`src/mifc_pkg.sv`:
```
// package of the motion interrupt and buffer configuration block
// assumes one 20 MHz clock and a word-addressed register bus
`default_nettype none
package mifc_pkg;
  // ----------------------------------------
  // timing
  // ----------------------------------------
  localparam int CLK_HZ = 20000000;
  localparam int TICK_HZ = 250;
  localparam int TICK_CYCLES = CLK_HZ / TICK_HZ;
  localparam int SEC_TICKS = TICK_HZ;
  // ----------------------------------------
  // register indices (byte address is four times these)
  // ----------------------------------------
  localparam logic [5:0] REG_BUF = 6'h12;
  localparam logic [5:0] REG_PIN = 6'h13;
  localparam logic [5:0] REG_SRC = 6'h14;
  localparam logic [5:0] REG_FMT = 6'h16;
  localparam logic [5:0] REG_ATHR = 6'h17;
  localparam logic [5:0] REG_STHR = 6'h18;
  localparam logic [5:0] REG_ADUR = 6'h19;
  localparam logic [5:0] REG_SDUR = 6'h1A;
  localparam logic [5:0] REG_LIM = 6'h1E;
  localparam logic [5:0] REG_STAT = 6'h21;
  localparam logic [7:0] REG_RST = 8'h00;
  // ----------------------------------------
  // field positions
  // ----------------------------------------
  localparam int PIN_POL = 7;
  localparam int PIN_PULSE = 6;
  localparam int PIN_OD = 5;
  localparam int PIN_RDALL = 4;
  localparam int PIN_RDACT = 3;
  localparam int SRC_GDRDY = 5;
  localparam int SRC_GWM = 4;
  localparam int SRC_AWM = 3;
  localparam int SRC_FF = 2;
  localparam int SRC_ACT = 1;
  localparam int SRC_STILL = 0;
  localparam int FMT_LINK = 2;
  localparam logic [7:0] PIN_MASK = 8'hF8;
  localparam logic [7:0] SRC_MASK = 8'h3F;
  localparam logic [7:0] FMT_MASK = 8'h07;

  typedef enum logic [1:0] {
    MIFC_NOBUF = 2'h0,
    MIFC_FIFO = 2'h1,
    MIFC_STREAM = 2'h2,
    MIFC_TRIGGER = 2'h3
  } mifc_buf_mode_t;

  typedef struct packed {
    logic waitreq;
    logic [7:0] rdata;
    logic [7:0] buf_cfg;
    logic [7:0] pin_cfg;
    logic [7:0] src_en;
    logic [7:0] fmt;
    logic [7:0] act_thr;
    logic [7:0] still_thr;
    logic [7:0] act_dur;
    logic [7:0] still_dur;
    logic [7:0] cnt_lim;
    logic [5:0] pend;
    logic [7:0] act_cnt;
    logic [7:0] still_sec;
    logic still_below;
    logic [19:0] sub_cnt;
    logic [7:0] sec_div;
    logic [8:0] age;
    logic last_act;
    logic half_link;
    logic irq_on;
    logic wm_hit;
    logic pin_o;
    logic pin_oe;
  } mifc_state_t;
endpackage
`default_nettype wire

```
`src/mifc_top.sv`:
```
// motion interrupt, event linking and buffer configuration logic
// assumes sensor inputs come from logic on the same clock
`default_nettype none
module mifc_top #(
  parameter int TICK_CYCLES = mifc_pkg::TICK_CYCLES
) (
  // clock and reset
  input wire logic clock,
  input wire logic reset,
  // avalon-mm slave
  input wire logic [5:0] avs_address,
  input wire logic avs_read,
  input wire logic avs_write,
  input wire logic [31:0] avs_writedata,
  output logic [31:0] avs_readdata,
  output logic avs_waitrequest,
  // sensor core events
  input wire logic accel_sample_valid,
  input wire logic [15:0] accel_magnitude,
  input wire logic [5:0] accel_fill_level,
  input wire logic angular_rate_sensor_data_ready,
  input wire logic angular_rate_sensor_watermark,
  input wire logic free_fall_event,
  // configuration towards the sensor core
  output mifc_pkg::mifc_buf_mode_t buffer_mode,
  output logic [5:0] buffer_level,
  output logic [1:0] accel_range,
  output logic accel_watermark,
  // interrupt pin
  output logic irq_pin_o,
  output logic irq_pin_oe
);
  initial begin
    if (TICK_CYCLES < 2 || TICK_CYCLES >= 2 ** 20) begin
      $error("TICK_CYCLES out of range");
    end
  end

  mifc_pkg::mifc_state_t s_ff;
  mifc_pkg::mifc_state_t nxt_s;

  // ----------------------------------------
  // bus strobes
  // ----------------------------------------
  logic acc;
  logic wr_acc;
  logic rd_acc;
  logic stat_rd;
  assign acc = (avs_read || avs_write) && !s_ff.waitreq;
  assign wr_acc = avs_write && !s_ff.waitreq;
  assign rd_acc = avs_read && !s_ff.waitreq;
  assign stat_rd = rd_acc && avs_address == mifc_pkg::REG_STAT;

  // threshold in mg: count shifted by 3, 4 or 5
  function automatic logic [15:0] to_mg(input logic [7:0] t, input logic [1:0] r);
    logic [15:0] v;
    v = {8'h00, t};
    case (r)
      2'h0: to_mg = v << 3;
      2'h1: to_mg = v << 4;
      default: to_mg = v << 5;
    endcase
  endfunction

  logic [15:0] act_mg;
  logic [15:0] still_mg;
  logic [7:0] act_need;
  logic [7:0] still_need;
  assign act_mg = to_mg(s_ff.act_thr, s_ff.fmt[1:0]);
  assign still_mg = to_mg(s_ff.still_thr, s_ff.fmt[1:0]);
  assign act_need = (s_ff.act_dur == 8'h00) ? 8'h01 : s_ff.act_dur;
  assign still_need = (s_ff.still_dur == 8'h00) ? 8'h01 : s_ff.still_dur;

  logic tick;
  logic sec_tick;
  logic det_act;
  logic det_still;
  logic fire_act;
  logic fire_still;
  logic [5:0] ev;
  logic [5:0] clr;
  logic expire;

  always_comb begin
    nxt_s = s_ff;
    tick = 1'b0;
    sec_tick = 1'b0;
    det_act = 1'b0;
    det_still = 1'b0;
    fire_act = 1'b0;
    fire_still = 1'b0;
    clr = 6'h00;
    expire = 1'b0;
    // ----------------------------------------
    // avalon slave: one wait cycle, then accept
    // ----------------------------------------
    if ((avs_read || avs_write) && s_ff.waitreq) begin
      nxt_s.waitreq = 1'b0;
      nxt_s.rdata = 8'h00;
      if (avs_read) begin
        if (avs_address == mifc_pkg::REG_BUF) begin
          nxt_s.rdata = s_ff.buf_cfg;
        end else if (avs_address == mifc_pkg::REG_PIN) begin
          nxt_s.rdata = s_ff.pin_cfg;
        end else if (avs_address == mifc_pkg::REG_SRC) begin
          nxt_s.rdata = s_ff.src_en;
        end else if (avs_address == mifc_pkg::REG_FMT) begin
          nxt_s.rdata = s_ff.fmt;
        end else if (avs_address == mifc_pkg::REG_ATHR) begin
          nxt_s.rdata = s_ff.act_thr;
        end else if (avs_address == mifc_pkg::REG_STHR) begin
          nxt_s.rdata = s_ff.still_thr;
        end else if (avs_address == mifc_pkg::REG_ADUR) begin
          nxt_s.rdata = s_ff.act_dur;
        end else if (avs_address == mifc_pkg::REG_SDUR) begin
          nxt_s.rdata = s_ff.still_dur;
        end else if (avs_address == mifc_pkg::REG_LIM) begin
          nxt_s.rdata = s_ff.cnt_lim;
        end else if (avs_address == mifc_pkg::REG_STAT) begin
          nxt_s.rdata = {2'h0, s_ff.pend};
        end
      end
    end else begin
      nxt_s.waitreq = 1'b1;
    end
    // reserved bits masked off on write
    if (wr_acc) begin
      if (avs_address == mifc_pkg::REG_BUF) begin
        nxt_s.buf_cfg = avs_writedata[7:0];
      end else if (avs_address == mifc_pkg::REG_PIN) begin
        nxt_s.pin_cfg = avs_writedata[7:0] & mifc_pkg::PIN_MASK;
      end else if (avs_address == mifc_pkg::REG_SRC) begin
        nxt_s.src_en = avs_writedata[7:0] & mifc_pkg::SRC_MASK;
      end else if (avs_address == mifc_pkg::REG_FMT) begin
        nxt_s.fmt = avs_writedata[7:0] & mifc_pkg::FMT_MASK;
      end else if (avs_address == mifc_pkg::REG_ATHR) begin
        nxt_s.act_thr = avs_writedata[7:0];
      end else if (avs_address == mifc_pkg::REG_STHR) begin
        nxt_s.still_thr = avs_writedata[7:0];
      end else if (avs_address == mifc_pkg::REG_ADUR) begin
        nxt_s.act_dur = avs_writedata[7:0];
      end else if (avs_address == mifc_pkg::REG_SDUR) begin
        nxt_s.still_dur = avs_writedata[7:0];
      end else if (avs_address == mifc_pkg::REG_LIM) begin
        nxt_s.cnt_lim = avs_writedata[7:0];
      end
    end
    // ----------------------------------------
    // 250 Hz and 1 Hz timebases
    // ----------------------------------------
    if (s_ff.sub_cnt == 20'(TICK_CYCLES - 1)) begin
      nxt_s.sub_cnt = 20'h00000;
      tick = 1'b1;
    end else begin
      nxt_s.sub_cnt = s_ff.sub_cnt + 20'h00001;
    end
    if (tick) begin
      if (s_ff.sec_div == 8'(mifc_pkg::SEC_TICKS - 1)) begin
        nxt_s.sec_div = 8'h00;
        sec_tick = 1'b1;
      end else begin
        nxt_s.sec_div = s_ff.sec_div + 8'h01;
      end
    end
    // ----------------------------------------
    // activity and inactivity detection
    // ----------------------------------------
    if (accel_sample_valid) begin
      if (accel_magnitude > act_mg) begin
        if (s_ff.act_cnt < act_need) begin
          nxt_s.act_cnt = s_ff.act_cnt + 8'h01;
          det_act = (s_ff.act_cnt + 8'h01) == act_need;
        end
      end else begin
        nxt_s.act_cnt = 8'h00;
      end
      // any sample at or above the threshold restarts the second count
      if (accel_magnitude < still_mg) begin
        nxt_s.still_below = 1'b1;
      end else begin
        nxt_s.still_below = 1'b0;
        nxt_s.still_sec = 8'h00;
      end
    end
    if (sec_tick && s_ff.still_below && nxt_s.still_below) begin
      if (s_ff.still_sec < still_need) begin
        nxt_s.still_sec = s_ff.still_sec + 8'h01;
        det_still = (s_ff.still_sec + 8'h01) == still_need;
      end
    end
    // ----------------------------------------
    // activity / inactivity linking
    // ----------------------------------------
    if (!s_ff.fmt[mifc_pkg::FMT_LINK]) begin
      fire_act = det_act;
      fire_still = det_still;
      if (det_act) begin
        nxt_s.last_act = 1'b1;
      end else if (det_still) begin
        nxt_s.last_act = 1'b0;
      end
      nxt_s.half_link = 1'b0;
    end else if (det_act) begin
      if (s_ff.last_act || s_ff.half_link) begin
        fire_act = 1'b1;
        nxt_s.last_act = 1'b1;
        nxt_s.half_link = 1'b0;
      end else begin
        nxt_s.half_link = 1'b1;
      end
    end else if (det_still) begin
      if (!s_ff.last_act || s_ff.half_link) begin
        fire_still = 1'b1;
        nxt_s.last_act = 1'b0;
        nxt_s.half_link = 1'b0;
      end else begin
        nxt_s.half_link = 1'b1;
      end
    end
    // ----------------------------------------
    // buffer watermark
    // ----------------------------------------
    nxt_s.wm_hit = (s_ff.buf_cfg[7:6] == mifc_pkg::MIFC_FIFO)
                   && accel_fill_level >= s_ff.buf_cfg[5:0];
    // ----------------------------------------
    // pending flags: set wins over clear
    // ----------------------------------------
    if (stat_rd || (rd_acc && s_ff.pin_cfg[mifc_pkg::PIN_RDALL])) begin
      clr = 6'h3F;
    end
    if (rd_acc && s_ff.pin_cfg[mifc_pkg::PIN_RDACT]) begin
      clr[mifc_pkg::SRC_ACT] = 1'b1;
    end
    if (s_ff.pend == 6'h00) begin
      nxt_s.age = 9'h000;
    end else if (tick && s_ff.age != 9'h1FF) begin
      nxt_s.age = s_ff.age + 9'h001;
    end
    if (s_ff.pin_cfg[mifc_pkg::PIN_PULSE] && s_ff.age > {1'b0, s_ff.cnt_lim}) begin
      expire = 1'b1;
      clr = 6'h3F;
      nxt_s.age = 9'h000;
    end
    nxt_s.pend = (s_ff.pend & ~clr) | (ev & s_ff.src_en[5:0]);
    // ----------------------------------------
    // interrupt pin
    // ----------------------------------------
    nxt_s.irq_on = nxt_s.pend != 6'h00;
    if (s_ff.pin_cfg[mifc_pkg::PIN_OD]) begin
      nxt_s.pin_o = 1'b0;
      nxt_s.pin_oe = nxt_s.irq_on ^ ~s_ff.pin_cfg[mifc_pkg::PIN_POL];
    end else begin
      nxt_s.pin_o = nxt_s.irq_on ^ s_ff.pin_cfg[mifc_pkg::PIN_POL];
      nxt_s.pin_oe = 1'b1;
    end
    if (reset) begin
      nxt_s = '0;
      nxt_s.waitreq = 1'b1;
      nxt_s.pin_oe = 1'b1;
    end
  end

  // event vector in enable-bit order
  always_comb begin
    ev = 6'h00;
    ev[mifc_pkg::SRC_GDRDY] = angular_rate_sensor_data_ready;
    ev[mifc_pkg::SRC_GWM] = angular_rate_sensor_watermark;
    ev[mifc_pkg::SRC_AWM] = s_ff.wm_hit;
    ev[mifc_pkg::SRC_FF] = free_fall_event;
    ev[mifc_pkg::SRC_ACT] = fire_act;
    ev[mifc_pkg::SRC_STILL] = fire_still;
  end

  always_ff @(posedge clock) begin
    s_ff <= nxt_s;
  end

  assign avs_readdata = {24'h000000, s_ff.rdata};
  assign avs_waitrequest = s_ff.waitreq;
  assign buffer_mode = mifc_pkg::mifc_buf_mode_t'(s_ff.buf_cfg[7:6]);
  assign buffer_level = s_ff.buf_cfg[5:0];
  assign accel_range = s_ff.fmt[1:0];
  assign accel_watermark = s_ff.wm_hit;
  assign irq_pin_o = s_ff.pin_o;
  assign irq_pin_oe = s_ff.pin_oe;

  // ----------------------------------------
  // checks
  // ----------------------------------------
  a_wait_one: assert property (@(posedge clock) disable iff (reset)
    (avs_read || avs_write) && avs_waitrequest |=> !avs_waitrequest)
    else $error("bus did not answer after one wait cycle");
  a_pol_pp: assert property (@(posedge clock) disable iff (reset)
    !s_ff.pin_cfg[5] && !$changed(s_ff.pin_cfg) |-> irq_pin_oe
    && irq_pin_o == (s_ff.irq_on ^ s_ff.pin_cfg[7]))
    else $error("push-pull level wrong");
  a_od_drive: assert property (@(posedge clock) disable iff (reset)
    s_ff.pin_cfg[5] && $stable(s_ff.pin_cfg) |-> !irq_pin_o
    && irq_pin_oe == (s_ff.irq_on ^ !s_ff.pin_cfg[7]))
    else $error("open-drain drive wrong");
  a_latch_hold: assert property (@(posedge clock) disable iff (reset)
    s_ff.irq_on && !s_ff.pin_cfg[6] && !avs_read |=> s_ff.irq_on)
    else $error("latched interrupt dropped without a read");
  a_stat_clear: assert property (@(posedge clock) disable iff (reset)
    stat_rd && ev == 6'h00 |=> s_ff.pend == 6'h00)
    else $error("status read did not clear");
  a_src_gate: assert property (@(posedge clock) disable iff (reset)
    $rose(s_ff.pend[1]) |-> $past(s_ff.src_en[1]) && $past(fire_act))
    else $error("activity flag set while disabled");
  a_act_read: assert property (@(posedge clock) disable iff (reset)
    rd_acc && s_ff.pin_cfg[3] && !fire_act |=> !s_ff.pend[1])
    else $error("activity flag survived any-read clear");
  a_link_two: assert property (@(posedge clock) disable iff (reset)
    s_ff.fmt[2] && det_act && !s_ff.last_act && !s_ff.half_link |-> !fire_act)
    else $error("linked activity fired on first detection");
  a_nolink_one: assert property (@(posedge clock) disable iff (reset)
    !s_ff.fmt[2] && det_still |-> fire_still)
    else $error("unlinked inactivity not fired");
  a_auto_end: assert property (@(posedge clock) disable iff (reset)
    expire && ev == 6'h00 |=> !s_ff.irq_on ##1 s_ff.age == 9'h000)
    else $error("non-latched interrupt not ended");
endmodule
`default_nettype wire

```
`config.mk`:
```
export PLATFORM = sky130hd
export DESIGN_NAME = mifc_top
export DESIGN_NICKNAME = d
export VERILOG_FILES = /design/src/mifc_pkg.sv /design/src/mifc_top.sv
export SDC_FILE = /design/constraint.sdc
export NUM_CORES = 1
export LEC_CHECK = 0
export ABC_AREA = 0
export BUFFER_PORTS_ARGS = -buffer_cell sky130_fd_sc_hd__clkbuf_2
export CORE_UTILIZATION = 50
export CTS_CLUSTER_DIAMETER = 80
export CTS_CLUSTER_SIZE = 12
export DETAILED_ROUTE_END_ITERATION = 10
export HOLD_SLACK_MARGIN = 0.15
export PLACE_DENSITY = 0.79
export REMOVE_ABC_BUFFERS = 1
export SYNTH_ARGS = -nofsm -noshare
export SYNTH_HDL_FRONTEND = slang
export SYNTH_SLANG_ARGS = --single-unit
```
`constraint.sdc`:
```
create_clock -name clock -period 4.2 [get_ports clock]
set_input_delay 0.42 -clock clock [delete_from_list [all_inputs] [get_ports clock]]
set_output_delay 0.42 -clock clock [all_outputs]
set_load 0.02 [all_outputs]
```
* Yosys cells after proc, flatten, opt, wreduce, memory -nomap -nowiden
Cells that the tools add are included.
Word-level totals: register bits after elaboration 136, input port bits 68, logic and storage cells 161, output and inout port bits 46
Operators by class: add/subtract/negate cells 5, equality and inequality tests 20, mux-type cells 51, magnitude comparators 6, bitwise operators 17, reduce and logical (&&, ||, !) cells 39
Operators with widths (number):
- $mux W8 | 18
- $eq A6 B5 Y1 const B | 9
- $pmux W13 S2 | 2
- $add A8 B1 Y8 const B | 3
- $mux W1 | 24
- $add A20 B1 Y20 const B | 1
- $eq A20 B17 Y1 const B | 1
- $mux W6 | 3
- $eq A8 B8 Y1 | 2
- $gt A16 B13 Y1 | 1
- $logic_not A8 Y1 | 2
- $lt A16 B13 Y1 | 1
- $lt A8 B8 Y1 | 2
- $and A6 B6 Y6 | 2
- $logic_and A1 B1 Y1 | 11
- $not A1 Y1 | 11
- $reduce_and A10 Y1 | 1
- $add A9 B1 Y9 const B | 1
- $gt A9 B8 Y1 | 1
- $mux W9 | 1
- $ne A9 B9 Y1 const B | 1
- $reduce_and A9 Y1 | 1
- $eq A8 B8 Y1 const B | 1
- $reduce_and A8 Y1 | 1
- other kinds (24) | 37

* Longest topological paths before layout
Gate-level depths: netlist (run 1).
word-level depth 14, depth in mapped cells 15, depth with buffers taken out 12

* Worst setup path after synthesis (run 1)
No wires, ideal clock.
path kind register to register, start register s_ff (netlist bit accel_range[0]), end register s_ff[54] (netlist bit), data arrival time 3512 ps, path slack 618 ps, path buffers 3, stages on the path, launching flop included 16, clock period less this slack 3582 ps, library setup time 70 ps, required time 4130 ps, cells stage by stage dfxtp_1 > clkbuf_1 > clkbuf_1 > mux2i_1 > nor2_1 > a21oi_1 > ha_1 > and4_1 > nand3_1 > a31oi_1 > a211oi_2 > or2_2 > clkbuf_2 > or2_2 > or3b_2 > a21oi_1
On the way: cells in the longest elaborated chain, start to end 5, elaborated cells on any way between the ends 7, those cells by class order compare (1); eq/ne (2); mux (2); reduce/logical (2)
Ends and longest elaborated chain:
- from (decl) | line mifc_top.sv:39 | mifc_pkg::mifc_state_t s_ff;
- from (signal assigned) | line mifc_top.sv:275 | s_ff <= nxt_s;
- $eq A2 B1 Y1 / $logic_not A2 Y1 (equally long branches) | line mifc_top.sv:58 | case (r)
- $pmux W13 S2 * | line mifc_top.sv:58
- $gt A16 B13 Y1 * | line mifc_top.sv:169 | if (accel_magnitude > act_mg) begin
- $ne A2 B1 Y1 (no source line)
- $reduce_and A2 Y1 (no source line)
Mark *: on every way between the ends. The rest lies on a longest branch, timed or not. A chain may end at the register's enable or synchronous reset.

* Worst setup path after layout (run 1)
start register s_ff (netlist bit accel_range[0]), end register s_ff[56] (netlist bit)
Same word-level chain as after synthesis.

==> metrics, run 1 <==
Overflow after GRT 0; number of vias per cell 5.83; max incr delay on CP 0.52 ns; max-cap violations 0; detailed-route via count 7377; Leakage 3.56 nW; CTS tree done; worst min-delay path endpoint s_ff[62]$_SDFF_PP0_; post-route cell area 0.00916 mm^2; share of flip-flops with an asynchronous set or reset 0; Final setup viols 0; drt pass-1 iters 5; register bit total from synthesis 136; Hold/Removal Path Class input pin to flop; setup bufs post-CTS 0; largest area contributor in the netlist dfxtp_1; Fin. Hold Viols 0; Worst Skew 0.00891 ns; r2r endpoint s_ff[56]$_SDFFE_PP0P_; synth top area cells dfxtp_1 (33%), ha_1 (8.4%), mux2i_1 (8.1%), nor2_1 (6.5%), a21oi_1 (4.2%); TritonCTS Buffers 17; latest clock arrival within the worst-skew pair 0.42 ns; gr usage total 0.243; Worst slew margin 0.442; Bufs on Longest Clock Path 2; layout cell share with drive strength beyond 1 0.119; clock root cell clkbuf_16; initial antenna violation count 0; die area 0.0171 mm^2; Max Freq 284 MHz; Setup crit start kind flop; cts repair resizes 0; Antenna Cells 0; r2r worst-path depth 13; PwrDens 341 mW/mm^2; peak supply drop 0.000318 V; routed len/inst 16.1 um; DRT antenna net count 0; final max-slew violation count 0; setup tns final 0 ns; Critical Path AT 3.86 ns; flop2flop setup slack 0.68 ns; register area 0.00272 mm^2; area of the multi-input gates 0.00502 mm^2; Core Rows 46; Synth Instances 1015; Required @ worst endpoint 4.54 ns; Tcrit/Tclk final 0.839; Worst-Margin Slew 0.837 ns; yosys warns 0; I/O Pins 114; count leader, synth nor2_1; crit path max-delay cell type dfxtp_1; die span in y 131 um; Post-route DRC 0; clock-pin slew on the worst setup and hold paths 0.06 ns; Mean Syn Cell Area 8.17 um^2; first-pass GRT wire length 32600 um; RSZ-0062 raised after global routing no; Reg-to-Reg Start accel_range[0]$_SDFFE_PP0P_; total wire length 20400 um; Placed Area 0.00853 mm^2; Post-synth EDFFs 0; Clock Sinks 136; crit-path max FO 13; Worst Hold Path Cells 3; Netlist Area Pre-Place 0.00830 mm^2; CTS Hold Bufs 0; area share of the largest cell type after synthesis 0.328; CTS H-tree depth 4; hold wc startpoint free_fall_event; Placer Congestion 0.867; vias in the first global route 6748; worst path cell trace buf_4 > mux2i_1 > nor2_1 > a21oi_1 > ha_1 > nand3_1 > o21bai_1 > a31oi_1 > a211oi_2 > or2_2 > or2_2 > or3b_2 > a21oi_1; filler instances 1403; commonest cells in the netlist nor2_1 (144), dfxtp_1 (136), nand2_1 (74), a21oi_1 (70), mux2i_1 (67); initial core utilization 0.517; status finished, final reports clean; Critical Path Source accel_range[0]$_SDFFE_PP0P_; register area share after synthesis 0.328; Nets 1161; pin count of the biggest net entering global routing 44; Critical Path End Type flop; core box area 0.0161 mm^2; Final Critical Period 3.52 ns; die width 131 um; CP Class flop to flop; main flop type after synthesis dfxtp_1; Post-DP HPWL 14500 um; I/O Buffers 65; Layout area overhead 10.5%; DRT iter0 DRCs 532; Unique masters post-synth 69
## flip-flops by register name, indices dropped and copies added, names as in the netlist
| name | flops |
|---|---|
| irq_pin_o | 1 |
| irq_pin_oe | 1 |
| buffer_level | 6 |
| accel_watermark | 1 |
| avs_readdata | 8 |
| accel_range | 2 |
| s_ff | 114 |
| buffer_mode | 2 |
| avs_waitrequest | 1 |
## metal layers
layer  part of all wire  GRT usage  wire, um
met5                  0          0         0
met4              0.026      0.103       534
met3              0.057     0.0403      1160
met2               0.47      0.391      9520
met1               0.45      0.320      9180
## through the flow
stage	worst slack, ns	std cells	total power, W	hold WS, ns	util
2_1_floorplan	0.710	945	0.00146	0.434	-
3_3_place_gp	0.791	1234	0.00154	0.447	0.531
3_5_place_dp	0.742	1234	0.00155	0.464	0.531
4_1_cts	0.715	1266	0.00313	0.246	0.571
5_1_grt	0.502	1266	0.00322	0.277	0.571
6_report	0.678	1266	0.00312	0.257	0.571
## logic make-up (layout without fill, tap and decap cells)
family / Yosys count / count (layout) / synth area share
and+or+nand+nor: 393 / 393 / 0.230
other: 1 / 24 / 0.000452
muxes: 68 / 68 / 0.0822
xor gates and xnor gates: 50 / 50 / 0.0528
DFF: 136 / 136 / 0.328
AOI/OAI and AO/OA: 182 / 182 / 0.143
adders and majority gates: 56 / 56 / 0.0845
buffers and inverters: 129 / 141 / 0.0784
## power breakdown
group	total [W]	switching (W)	internal [W]	leakage (nW)
combinational	0.000215	0.000143	0.0000723	2.16
sequential	0.00131	0.0000120	0.00130	1.10
clock	0.00159	0.000573	0.00102	0.302
## layout by cell type (no fill, tap or decap), types with 5 or more instances in the layout
cell type,count
a22oi_1,12
or4_1,5
nor2b_1,13
or3_1,15
buf_4,8
and2_1,6
nand2b_1,10
nand2_1,74
mux2i_1,67
nor3_1,17
o21ai_0,30
clkbuf_16,17
ha_1,56
and4_1,6
clkbuf_2,64
xnor2_1,24
a221oi_1,7
or2_2,7
nor4_1,11
nor2_1,144
inv_1,36
conb_1,24
a21oi_1,70
dfxtp_1,136
a211oi_1,9
nand4_1,19
o21a_1,5
xor2_1,26
nand3_1,37
a211o_1,5
and3_1,13
## critical path: cells and delay by family, from the launching register on
kind,cells,cell delay (ns)
AOI/OAI and AO/OA,5,0.83
muxes,1,0.21
DFF,1,0.52
buffers and inverters,1,0.31
and+or+nand+nor,5,1.39
adders and majority gates,1,0.20
## layout make-up
type                       count  area share
clock buffer                  20      0.0498
clock inverter                12      0.0187
inverter                      36      0.0147
multi-input combinational    773       0.548
sequential                   136       0.297
tap                          216      0.0295
timing repair buffer          73      0.0421
## how the worst max path moves through the flow
stage / endpoint / slack [ns] / cells past startpoint
6_report: s_ff[56]$_SDFFE_PP0P_ / 0.68 / 13
5_1_grt: irq_pin_o$_SDFF_PP0_ / 0.50 / 13
4_1_cts: s_ff[56]$_SDFFE_PP0P_ / 0.71 / 12
3_5_place_dp: s_ff[56]$_SDFFE_PP0P_ / 0.74 / 12
3_3_place_gp: irq_pin_o$_SDFF_PP0_ / 0.79 / 13
2_1_floorplan: s_ff[54]$_SDFFE_PP0P_ / 0.71 / 11
Note: power is estimated with default switching activity, not from simulation.
==> run 2: changes to the inputs <==
clock period = 3.3 ns   (was 4.2 ns; I/O delays follow)
==> run 2 against run 1 <==
  * Worst setup slack worse by 0.54 ns
  * Worst hold slack worse by 0.090 ns
  * Global-route usage down 0.088 points
  * Via count down 1.2%
  * Combinational power up 28%
  * Largest power group unchanged
  * Register-to-register slack worse by 0.54 ns
  * Total power up 26%
  * Utilization up 0.55 points
==> metrics, run 2 (same netlist as run 1, synthesis figures left out) <==
Hold/Removal Path Class input pin to flop; Placed Area 0.00861 mm^2; Tcrit/Tclk final 0.958; Worst Setup Slack, final 0.139 ns; Nets 1171; Top reg by flops s_ff; Bufs on Longest Clock Path 2; die span in y 131 um; Leakage 3.61 nW; Post-route DRC 0; Setup WS pre-CTS 0.0125 ns; Setup crit start kind flop; worst path cell trace nor2b_1 > a22oi_1 > ha_1 > and4_1 > nand3_1 > nor4_1 > a2111oi_0 > and4bb_4 > a211o_2 > a31o_1 > a211oi_2; initial antenna violation count 0; Final Critical Period 3.16 ns; Clock Sinks 136; max FFs per register 114; latest clock arrival within the worst-skew pair 0.42 ns; crit path max-delay cell type nor4_1; setup bufs post-CTS 0; max-cap violations 0; final max-slew violation count 0; total wire length 20200 um; I/O Buffers 65; Post-DP HPWL 14900 um; Critical Path End Type flop; Fin Hold WS 0.168 ns; routed len/inst 15.8 um; die width 131 um; clock root cell clkbuf_16; Antenna Cells 0; crit-path max FO 7; Internal Pwr Total 0.00296 W; PwrDens 426 mW/mm^2; max incr delay on CP 0.45 ns; leading cell types in the layout, fill and taps excluded nor2_1 (144), dfxtp_1 (135), nand2_1 (74); vias in the first global route 6664; gr usage total 0.242; drt pass-1 iters 6; die area 0.0171 mm^2; CTS H-tree depth 4; DRT iter0 DRCs 551; Layout area overhead 11.5%; Core Rows 46; most common cell after layout, fill and taps aside nor2_1; CTS tree done; switch share 0.248; RSZ-0062 raised after global routing no; Final Core Density 0.576; core box area 0.0161 mm^2; status finished, final reports clean; Worst Skew 0.00892 ns; first-pass GRT wire length 32200 um; post-route cell area 0.00925 mm^2; TritonCTS Buffers 17; Tot Pwr 0.00394 W; Fin. Hold Viols 0; Placer Congestion 0.881; Sw Pwr 0.000977 W; Comb pwr share 0.070; I/O Pins 114; initial core utilization 0.517; Seq pwr share 0.424; CP Class flop to flop; Worst-Margin Slew 0.719 ns; Max Freq 316 MHz; crit path buf inv count 0; Final setup viols 0; Worst slew margin 0.520; Critical Path AT 3.50 ns; detailed-route via count 7292; number of vias per cell 5.71; Required @ worst endpoint 3.64 ns; Overflow after GRT 0; layout cell share with drive strength beyond 1 0.128; peak supply drop 0.000328 V; DRT antenna net count 0; pin count of the biggest net entering global routing 41; clock network power share 0.506; clock-pin slew on the worst setup and hold paths 0.06 ns; CP delay by family, top simple AND/OR/NAND/NOR gates; filler instances 1452
[run 2: cell count changes in the layout (fill, tap and decap cells not counted), sizes merged]
cell,previous run,this run
bufinv,4,3
clkinvlp,3,1
clkbuf,84,82
buf,9,18
dlygate4sd3,0,1
clkinv,4,2
inv,37,44
[run 2: path summary, 6_finish.rpt]
| kind | to | cells after the start | from | slack [ns] |
|---|---|---|---|---|
| max | irq_pin_o$_SDFF_PP0_ | 11 | accel_range[0]$_SDFFE_PP0P_ | 0.14 |
| min | s_ff[62]$_SDFF_PP0_ | 3 | free_fall_event | 0.17 |
| max reg2reg | irq_pin_o$_SDFF_PP0_ | 11 | accel_range[0]$_SDFFE_PP0P_ | 0.14 |
| min reg2reg | avs_readdata[7]$_SDFFE_PP0P_ | 2 | avs_readdata[7]$_SDFFE_PP0P_ | 0.47 |
[run 2: timing repair]
| action | 4_1_cts | 5_1_grt |
|---|---|---|
| hold endpoints to repair | 1 | 0 |
| hold buffers | 1 | 0 |
| setup endpoints to repair | 0 | 6 |
| gates resized for setup | 0 | 3 |
[run 2: power by group through the flow]
stage          Sequential [W]  Combinational [W]  Clock, W
4_1_cts               0.00167           0.000273   0.00202
6_report              0.00167           0.000276   0.00199
2_1_floorplan         0.00170           0.000150         0
5_1_grt               0.00167           0.000305   0.00209
3_5_place_dp          0.00171           0.000270         0
3_3_place_gp          0.00170           0.000264         0
[run 2: worst reg2reg max path: cells and delay by family, from the launching register on]
kind                     cells  cell delay (ns)
adder cells (fa/ha/maj)      1             0.33
flip-flops                   1             0.43
AO/OA/AOI/OAI                5             1.05
AND/OR/NAND/NOR              5             1.28
[run 2: routing by layer]
| layer | part of all wire | vias to the layer above | global-route usage |
|---|---|---|---|
| met3 | 0.061 | 31 | 0.0452 |
| met5 | 0 | - | 0 |
| met2 | 0.48 | 237 | 0.398 |
| li1 | - | 3600 | - |
| met4 | 0.019 | 0 | 0.0859 |
| met1 | 0.44 | 3424 | 0.316 |
[run 2: final cells by class]
type                    instances  area, um^2  share of cell area
multi-input cells             773        5030               0.543
flip-flops and latches        136        2720               0.294
repair buffers                 83         479              0.0518
clock buffers                  18         429              0.0464
well taps                     216         270              0.0292
clock inverters                14         186              0.0202
inverters                      36         135              0.0146
[run 2: metrics by stage]
step           instances  setup TNS [ns]
6_report            1276               0
5_1_grt             1276               0
4_1_cts             1276               0
3_5_place_dp        1243               0
3_3_place_gp        1243               0
2_1_floorplan        945          -0.706
